<file path="config.mk">
export PLATFORM = sky130hd
export DESIGN_NAME = tpe_poison_status
export DESIGN_NICKNAME = d
export VERILOG_FILES = /design/src/core/tpe_poison_status.v
export VERILOG_INCLUDE_DIRS = /design/src /design/src/include
export SDC_FILE = /design/constraint.sdc
export NUM_CORES = 1
export LEC_CHECK = 0
export BUFFER_PORTS_ARGS = -buffer_cell sky130_fd_sc_hd__buf_4
export CORE_AREA = 2 2 197 199
export CTS_CLUSTER_SIZE = 10
export DETAILED_ROUTE_END_ITERATION = 8
export DIE_AREA = 0 0 199 201
export PLACE_DENSITY_LB_ADDON = 0.2
export SYNTH_ARGS = -nofsm -noshare
export SYNTH_HDL_FRONTEND = slang
export SYNTH_SLANG_ARGS = --single-unit
</file>
<file path="constraint.sdc">
create_clock -name clk_sys_in -period 4 [get_ports clk_sys_in]
set_input_delay 0 -clock clk_sys_in [delete_from_list [all_inputs] [get_ports clk_sys_in]]
set_output_delay 0 -clock clk_sys_in [all_outputs]
set_load 0.01 [all_outputs]
</file>
<file path="src/include/tpe_consts.vh">
/*
 * constants for the poison and error status block: register offsets,
 * field positions, reset values and header bit positions.
 * assumes a 32-bit avalon-mm register bus with byte addresses.
 */
`ifndef TPE_CONSTS_VH
`define TPE_CONSTS_VH

// register byte offsets
`define TPE_OFS_CMD_STAT 4'h0
`define TPE_OFS_UNCOR 4'h4
`define TPE_OFS_COR 4'h8
`define TPE_OFS_CFG_DATA 4'hc

// command/status word fields
`define TPE_BIT_PAR_EN 6
`define TPE_BIT_MDPE 24
`define TPE_BIT_DPE 31
`define TPE_STAT_BIT_MDPE 8
`define TPE_STAT_BIT_DPE 15

// tlp header field positions (first header dword)
`define TPE_HDR_POISON 14
`define TPE_HDR_FMT_HI 31
`define TPE_HDR_FMT_LO 29
`define TPE_HDR_TYPE_HI 28
`define TPE_HDR_TYPE_LO 24

// type codes
`define TPE_TYPE_CPL 5'h0a
`define TPE_TYPE_CFG_LO 5'h04
`define TPE_TYPE_CFG_HI 5'h05
`define TPE_TYPE_MEM 5'h00
`define TPE_TYPE_IO 5'h02

// widths and reset values
`define TPE_UNCOR_W 21
`define TPE_COR_W 16
`define TPE_RST_CMD 32'h00000000
`define TPE_RST_CFG 32'h00000000

`endif

</file>
<file path="src/core/tpe_poison_status.v">
/*
 * tlp poison handling and error status registers for an endpoint
 * transaction layer. receive path is forwarded to the application
 * untouched; transmit path carries application and config tlps out.
 * assumes single clock, inputs synchronous to clk_sys_in, one header
 * dword per valid strobe, and a well-behaved avalon-mm master.
 *
 * register map, 32-bit words at byte offsets:
 *   0x0  command in [15:0], read/write; status in [31:16], where
 *        bit 24 is master data parity error and bit 31 is detected
 *        parity error, both write-one-to-clear
 *   0x4  uncorrectable error status, write-one-to-clear
 *   0x8  correctable error status, write-one-to-clear
 *   0xc  data of the last config write performed, read only
 * the bus answers every access after exactly one wait cycle.
 * the application must not offer a tx tlp in a cycle where config
 * space logic sends: config traffic wins and the other is lost.
 * error event inputs are one-cycle pulses, one bit per condition.
 */
`timescale 1ns/100ps
`include "tpe_consts.vh"

module tpe_poison_status (
	input wire clk_sys_in,
	input wire rst_n_in,
	// avalon-mm slave
	input wire [3:0] avs_address_in,
	input wire avs_read_in,
	input wire avs_write_in,
	input wire [31:0] avs_writedata_in,
	input wire [3:0] avs_byteenable_in,
	output reg [31:0] avs_readdata_out,
	output reg avs_waitrequest_out,
	// receive side from link
	input wire rx_valid_in,
	input wire [31:0] rx_hdr_in,
	input wire [31:0] rx_data_in,
	// receive side to application
	output reg rx_valid_out,
	output reg [31:0] rx_hdr_out,
	output reg [31:0] rx_data_out,
	output reg rx_poisoned_out,
	// config write sink
	output reg cfg_wr_out,
	output reg [31:0] cfg_wr_data_out,
	// transmit from application
	input wire app_tx_valid_in,
	input wire [31:0] app_tx_hdr_in,
	input wire [31:0] app_tx_data_in,
	// transmit from config space logic
	input wire cfg_tx_valid_in,
	input wire [31:0] cfg_tx_hdr_in,
	input wire [31:0] cfg_tx_data_in,
	// transmit to link
	output reg tx_valid_out,
	output reg [31:0] tx_hdr_out,
	output reg [31:0] tx_data_out,
	// error detection events
	input wire [`TPE_UNCOR_W-1:0] uncor_evt_in,
	input wire [`TPE_COR_W-1:0] cor_evt_in,
	// status copies
	output reg par_en_out,
	output reg [`TPE_UNCOR_W-1:0] uncor_stat_out,
	output reg [`TPE_COR_W-1:0] cor_stat_out
);

	reg [31:0] cmd_reg;
	reg [31:0] cfg_data_reg;
	reg dpe_reg;
	reg mdpe_reg;
	reg [`TPE_UNCOR_W-1:0] uncor_reg;
	reg [`TPE_COR_W-1:0] cor_reg;

	// bus handshake states, one-hot
	localparam [1:0] ST_IDLE = 2'h1;
	localparam [1:0] ST_ACK = 2'h2;
	reg [1:0] bus_state_reg;
	reg [1:0] bus_state_next;
	wire bus_ack;
	wire uncor_clr_hit;
	wire cor_clr_hit;
	genvar gi;

	wire rx_poison;
	wire rx_is_cpl;
	wire rx_is_cfgwr;
	wire tx_sel_cfg;
	wire [31:0] tx_hdr_sel;
	wire tx_is_wrreq;
	wire tx_poison;
	wire wr_hit;
	wire [31:0] wmask;
	wire [31:0] wclr;
	reg [31:0] rd_mux;

	assign rx_poison = rx_valid_in & rx_hdr_in[`TPE_HDR_POISON];
	assign rx_is_cpl = rx_hdr_in[`TPE_HDR_TYPE_HI:`TPE_HDR_TYPE_LO] == `TPE_TYPE_CPL;
	// fmt bit 30 set means request with data, i.e. a write
	assign rx_is_cfgwr = rx_hdr_in[30] &
		((rx_hdr_in[`TPE_HDR_TYPE_HI:`TPE_HDR_TYPE_LO] == `TPE_TYPE_CFG_LO) |
		(rx_hdr_in[`TPE_HDR_TYPE_HI:`TPE_HDR_TYPE_LO] == `TPE_TYPE_CFG_HI));

	// config responses take priority; an application tlp in the same cycle is dropped
	assign tx_sel_cfg = cfg_tx_valid_in;
	// force poison clear on config tlps
	assign tx_hdr_sel = tx_sel_cfg ?
		(cfg_tx_hdr_in & ~(32'h00000001 << `TPE_HDR_POISON)) : app_tx_hdr_in;
	assign tx_is_wrreq = tx_hdr_sel[30] &
		((tx_hdr_sel[`TPE_HDR_TYPE_HI:`TPE_HDR_TYPE_LO] == `TPE_TYPE_MEM) |
		(tx_hdr_sel[`TPE_HDR_TYPE_HI:`TPE_HDR_TYPE_LO] == `TPE_TYPE_IO));
	assign tx_poison = (tx_sel_cfg | app_tx_valid_in) & tx_hdr_sel[`TPE_HDR_POISON];

	// byte-enable mask for writes
	assign wmask = {{8{avs_byteenable_in[3]}}, {8{avs_byteenable_in[2]}},
		{8{avs_byteenable_in[1]}}, {8{avs_byteenable_in[0]}}};
	// writes land on the first edge of an access only; the second
	// edge of the same access must not apply the strobe again
	assign bus_ack = bus_state_reg == ST_ACK;
	assign wr_hit = avs_write_in & ~bus_ack;
	assign wclr = wr_hit ? (avs_writedata_in & wmask) : 32'h00000000;
	// per-register clear selects
	assign uncor_clr_hit = avs_address_in == `TPE_OFS_UNCOR;
	assign cor_clr_hit = avs_address_in == `TPE_OFS_COR;

	// read data mux; unmapped offsets read zero
	// status half of word 0 is rebuilt from the sticky flags, so
	// reserved status bits always read zero whatever was written
	always @* begin
		case (avs_address_in)
		`TPE_OFS_CMD_STAT: rd_mux = {dpe_reg, 6'h00, mdpe_reg, 8'h00, cmd_reg[15:0]};
		`TPE_OFS_UNCOR: rd_mux = {11'h000, uncor_reg};
		`TPE_OFS_COR: rd_mux = {16'h0000, cor_reg};
		`TPE_OFS_CFG_DATA: rd_mux = cfg_data_reg;
		default: rd_mux = 32'h00000000;
		endcase
	end

	// handshake next state: idle takes a request, ack lasts one cycle
	// so a held request is not taken twice
	always @* begin
		bus_state_next = bus_state_reg;
		case (bus_state_reg)
		ST_IDLE: begin
			if (avs_read_in | avs_write_in)
				bus_state_next = ST_ACK;
		end
		ST_ACK: begin
			bus_state_next = ST_IDLE;
		end
		default: begin
			bus_state_next = ST_IDLE;
		end
		endcase
	end

	// bus handshake: one wait cycle, answer on the second edge
	// waitrequest is registered, so it idles high and drops only in
	// the ack cycle; readdata is loaded in step with it
	always @(posedge clk_sys_in or negedge rst_n_in) begin
		if (!rst_n_in) begin
			bus_state_reg <= ST_IDLE;
			avs_waitrequest_out <= 1'b1;
			avs_readdata_out <= 32'h00000000;
		end else begin
			bus_state_reg <= bus_state_next;
			avs_waitrequest_out <= bus_state_next != ST_ACK;
			avs_readdata_out <= rd_mux;
		end
	end

	// command register and config data, plus sticky status
	always @(posedge clk_sys_in or negedge rst_n_in) begin
		if (!rst_n_in) begin
			cmd_reg <= `TPE_RST_CMD;
			cfg_data_reg <= `TPE_RST_CFG;
			dpe_reg <= 1'b0;
			mdpe_reg <= 1'b0;
			cfg_wr_out <= 1'b0;
			cfg_wr_data_out <= 32'h00000000;
		end else begin
			if (wr_hit && avs_address_in == `TPE_OFS_CMD_STAT)
				cmd_reg[15:0] <= (cmd_reg[15:0] & ~wmask[15:0]) |
					(avs_writedata_in[15:0] & wmask[15:0]);
			cfg_wr_out <= rx_valid_in & rx_is_cfgwr & ~rx_poison;
			if (rx_valid_in && rx_is_cfgwr && !rx_poison) begin
				cfg_data_reg <= rx_data_in;
				cfg_wr_data_out <= rx_data_in;
			end
			dpe_reg <= rx_poison | (dpe_reg &
				~((avs_address_in == `TPE_OFS_CMD_STAT) & wclr[`TPE_BIT_DPE]));
			mdpe_reg <= (cmd_reg[`TPE_BIT_PAR_EN] &
				((rx_poison & rx_is_cpl) | (tx_poison & tx_is_wrreq))) |
				(mdpe_reg & ~((avs_address_in == `TPE_OFS_CMD_STAT) &
				wclr[`TPE_BIT_MDPE]));
		end
	end

	// event beats clear, per bit
	// each bit is its own flop so a clear of one never disturbs another
	generate
		for (gi = 0; gi < `TPE_UNCOR_W; gi = gi + 1) begin : g_uncor
			always @(posedge clk_sys_in or negedge rst_n_in) begin
				if (!rst_n_in) begin
					uncor_reg[gi] <= 1'b0;
				end else begin
					uncor_reg[gi] <= uncor_evt_in[gi] |
						(uncor_reg[gi] & ~(uncor_clr_hit & wclr[gi]));
				end
			end
		end
	endgenerate

	// correctable write-1 clear
	// same sticky cell as above, narrower register
	generate
		for (gi = 0; gi < `TPE_COR_W; gi = gi + 1) begin : g_cor
			always @(posedge clk_sys_in or negedge rst_n_in) begin
				if (!rst_n_in) begin
					cor_reg[gi] <= 1'b0;
				end else begin
					cor_reg[gi] <= cor_evt_in[gi] |
						(cor_reg[gi] & ~(cor_clr_hit & wclr[gi]));
				end
			end
		end
	endgenerate

	// forward every rx tlp, poisoned included
	// poisoned tlps are never dropped here; the application decides
	// what to do with corrupt payload, the poison flag tells it
	always @(posedge clk_sys_in or negedge rst_n_in) begin
		if (!rst_n_in) begin
			rx_valid_out <= 1'b0;
			rx_hdr_out <= 32'h00000000;
			rx_data_out <= 32'h00000000;
			rx_poisoned_out <= 1'b0;
		end else begin
			rx_valid_out <= rx_valid_in;
			rx_hdr_out <= rx_hdr_in;
			rx_data_out <= rx_data_in;
			rx_poisoned_out <= rx_poison;
		end
	end

	// transmit register; application dropped while config sends
	// limitation: no holding slot for a colliding application tlp,
	// traded for a single-register path with no extra latency
	always @(posedge clk_sys_in or negedge rst_n_in) begin
		if (!rst_n_in) begin
			tx_valid_out <= 1'b0;
			tx_hdr_out <= 32'h00000000;
			tx_data_out <= 32'h00000000;
		end else begin
			tx_valid_out <= tx_sel_cfg | app_tx_valid_in;
			tx_hdr_out <= tx_hdr_sel;
			tx_data_out <= tx_sel_cfg ? cfg_tx_data_in : app_tx_data_in;
		end
	end

	// status copies for the application
	// one cycle behind the registers, as every output is a flop
	always @(posedge clk_sys_in or negedge rst_n_in) begin
		if (!rst_n_in) begin
			par_en_out <= 1'b0;
			uncor_stat_out <= {`TPE_UNCOR_W{1'b0}};
			cor_stat_out <= {`TPE_COR_W{1'b0}};
		end else begin
			par_en_out <= cmd_reg[`TPE_BIT_PAR_EN];
			uncor_stat_out <= uncor_reg;
			cor_stat_out <= cor_reg;
		end
	end

endmodule // tpe_poison_status

</file>
# Yosys cells after proc, flatten, opt, wreduce, memory -nomap -nowiden
# Cells that the tools add are included.
# Widths: inputs -> output; s select.
# totals
reg_bits	292
in_bits	276
out_inout_bits	235
word_cells	255
# op_classes
n_eq_ne	10
mux	6
bitwise_logic	178
n_reduce_logical	6
# op_table
op	count
$pmux 32 s4	1
$mux 32	3
$and 1x1->1	88
$or 1x1->1	44
$not 1->1	41
$and 16x16->16	2
$and 32x32->32	1
$not 16->16	1
$or 16x16->16	1
$eq 5x3->1 const B	2
$eq 4x4->1 const B	2
$eq 5x2->1 const B	1
$eq 5x4->1 const B	1
$logic_not 5->1	1
$eq 4x3->1 const B	1
$logic_not 4->1	1
$mux 2	2
$logic_and 1x1->1	3
$eq 2x1->1 const B	1
$eq 2x2->1 const B	1
$ne 2x2->1 const B	1
$logic_not 1->1	1

# Depth between registers and ports, before layout
# logic_depth
ltp_word	8
mapped_depth	5
ltp_nobuf	3

# Worst setup path before layout
# No wires, ideal clock.
# synth_timing
path_type	register -> register
startpoint	register bus_state_reg[0]
endpoint	register with a tool-made name
setup_time_ns	0.125
arrival_ns	1.403
t_required_ns	3.875
path_slack_ns	2.472
stages_incl_launch_ff	5
path_buffers	1
synth_period_minus_slack_ns	1.528
path_cell_list	dfstp_2 > nand2b_1 > clkbuf_1 > nand4_2 > mux2_2
# synth_lines
item	line	rtl
from (decl)	tpe_poison_status.v:77	reg [1:0] bus_state_reg;
from (signal assigned)	tpe_poison_status.v:165	bus_state_reg <= bus_state_next;

# Worst setup path after layout
# layout_timing
startpoint	register bus_state_reg[0]
endpoint	register cor_reg[2]
# layout_between
elab_chain_len	8
# layout_rtl
item	line	rtl
$eq 2x2->1	tpe_poison_status.v:118	assign bus_ack = bus_state_reg == ST_ACK;
$not 1->1	tpe_poison_status.v:119	assign wr_hit = avs_write_in & ~bus_ack;
$and 1x1->1	tpe_poison_status.v:119	
$mux 32	tpe_poison_status.v:120	assign wclr = wr_hit ? (avs_writedata_in & wmask) : 32'h00000000;
$and 1x1->1	tpe_poison_status.v:222	(cor_reg[gi] & ~(cor_clr_hit & wclr[gi]));
$not 1->1	tpe_poison_status.v:222	
$and 1x1->1	tpe_poison_status.v:222	
$or 1x1->1	tpe_poison_status.v:221	cor_reg[gi] <= cor_evt_in[gi] |
to (signal, indexed assignment)	tpe_poison_status.v:221	
to (decl)	tpe_poison_status.v:72	reg [`TPE_COR_W-1:0] cor_reg;
# No other way between the ends.
# A chain may end at the register's enable or synchronous reset.

==> results.ini <==
[clocking]
cts_resized = 0
htree_num_levels = 2
insertion_delay_ns = 0.53
cts_root_buf = clkbuf_16
clockBufferDepth = 3
clk_pin_slew_worst_paths_ns = 0.05
clkSinkCount = 292
cts_tree = done
cts_made_buffers = 37

[timing]
fin_skew_ns = 0.0127
finalHoldViolations = 0
drv_slew = 0
fin_ws_ns = 1.54
layout_min_cycle_time_ns = 2.46
rsz0062_at_grt = false
slew_headroom_pct = 31.2
setup_viol = 0
worst_pin_slew_ns = 1.03
fin_crit_sh_pct = 61.4
fmax_ghz = 0.407
setup-tns-final_ns = 0

[logic_synthesis]
synth_edf_count = 0
ys_seq_area_share_pct = 74.1
netlist_instances = 636
yosys_warnings = 0
synthDistinctLibCells = 32
synth_area_um2 = 9870
ys_ff_latch = 292
postSynthAreaPerCell_um2 = 15.5
ys.flop_type = dfrtp_1
synth_fp_nets = 912
ys_async_sr_fraction_pct = 100

[critical_path]
crit_slowest_cell = and4_1
slowest_delay_ns = 0.64
required_ns = 4.41
critPathKind = reg -> reg
critical_path_arrival_ns = 2.87
worstSetupStartpointType = register
path_max_fanout = 9
crit_path_cell_trace = nand2b_1 -> and4_1 -> a31oi_1 -> dlygate4sd3_1
crit_buf_inv = 1
crit_family = simple AND/OR/NAND/NOR gates
end_kind = register

[drt]
vias = 8195
top_layer = met5
wl_met1_um = 14700
ant_nets = 0
wire_per_inst_um = 19.4
drt_iter0_markers = 286
wl_met3_um = 2910
viasPerCell = 4.19
wl_met2_um = 18700
drt-pass1-iter-count = 5
route.detailed.drc = 0
wl_um = 38000

[grt]
antenna_found_initial = 3
first_global_vias = 8915
grt-ovfl-total = 0
grt_max_degree = 117
grt_pass1_wl_um = 55000
grt_usage_pct = 18.7

[power]
p_leak_nw = 8.45
finalPower_mw = 7.57
clockPowerShare_pct = 41.9
switching_share_pct = 23.6
seqPwrFrac_pct = 43.2
ir_worst_vdd_v = 0.000263
internal_power_mw = 5.79
p_comb_share_pct = 14.9
p_sw_mw = 1.79
p_per_area_nw_per_um2 = 420

[floorplanning]
dieArea_um2 = 40000
core_um2 = 38100
die_w_um = 199
start_util_pct = 25.9
die_h_um = 201
io_pins = 511
fp-row-count = 72

[worst_hold_path]
hold_path_class = in -> reg

[layout]
most-common-layout-cells = buf_4, dfrtp_1, dlygate4sd3_1
nets = 1696
layout_commonest_cell = buf_4
syn_to_final_growth_pct = 82.6
drive_gt1_share_pct = 46.9

[placement]
dpl_worst_slack_ns = 2.04
dpl.hpwl_um = 26200
io_buffer_count = 500
place_congestion = 0.797

[job]
drv_cap = 0

[run_status]
status = finished, final reports clean

-- worst register-to-register path, cell delays in order, from the launching register on --
cell and delay [ns]:
dfstp_2 0.53, nand2b_1 0.42, and4_1 0.65, a31oi_1 0.16, dlygate4sd3_1 0.58
-- path summary, 6_finish.rpt --
kind	from	to	slack, ns	cells after the start
max reg2reg	bus_state_reg[0]	cor_reg[2]	1.54	4
max	bus_state_reg[0]	cor_reg[2]	1.54	4
min reg2reg	cor_reg[2]	cor_stat_out[2]	0.40	0
min	avs_address_in[2]	avs_readdata_out[13]	0.05	5
max in group asynchronous	rst_n_in	cfg_data_reg[4]	2.76	3
min in group asynchronous	rst_n_in	tx_hdr_out[11]	0.10	2
-- kinds of logic after synthesis --
kind of cell,Yosys count,synth area share [%]
buf+inv,65,2.60
mux,111,12.7
simple gates,103,5.64
compound gates,65,5.00
flops,292,74.1
-- metrics by stage --
stage	hold slack (ns)	util [%]	area, µm²	instances
2_1_floorplan	-0.296	-	9870	636
3_3_place_gp	0.110	37.4	14200	1637
3_5_place_dp	0.111	37.4	14200	1637
4_1_cts	0.0250	47.3	18000	1956
5_1_grt	0.0488	47.3	18000	1957
6_report	0.0536	47.3	18000	1958
-- cells in the mapped netlist (2+ instances only) --
cell	count	area [µm²]
nor2_1	38	143
dfrtp_1	290	7260
nor4bb_1	2	20.0
o211ai_1	2	15.0
a222oi_1	16	160
mux2_2	111	1250
dfstp_2	2	52.6
clkbuf_1	11	41.3
a22o_1	7	61.3
inv_1	41	154
nand2_1	33	124
and2_1	11	68.8
and4_1	5	43.8
nand4_2	2	25.0
buf_1	3	11.3
buf_2	10	50.1
a31oi_1	37	231
-- power groups by stage --
| stage | Clock, mW | Sequential, mW | Combinational, mW |
|---|---|---|---|
| 3_5_place_dp | 0 | 3.32 | 0.917 |
| 5_1_grt | 3.42 | 3.30 | 1.21 |
| 4_1_cts | 3.28 | 3.27 | 1.14 |
| 2_1_floorplan | 0 | 3.38 | 0.207 |
| 3_3_place_gp | 0 | 3.32 | 0.910 |
| 6_report | 3.17 | 3.27 | 1.13 |
-- cell type report --
type,count,area [µm²]
Sequential cell,292,7310
Antenna cell,2,5.00
Clock buffer,52,1050
Inverter,41,154
Multi-Input combinational cell,279,2310
Tap cell,518,648
Fill cell,3448,20100
Timing Repair Buffer,769,6450
Clock inverter,5,83.8
-- per-layer routing --
metal / up-vias / track usage (%)
li1: 3777 / -
met1: 3998 / 21.3
met2: 345 / 31.9
met3: 73 / 5.76
met4: 2 / 9.01
met5: - / 0
-- repair_timing --
item / 4_1_cts / 5_1_grt
hold endpoints to repair: 340 / 0
hold buffers: 262 / 0
setup buffers: 0 / 0
No activity file was read; power rests on OpenSTA's default activity.
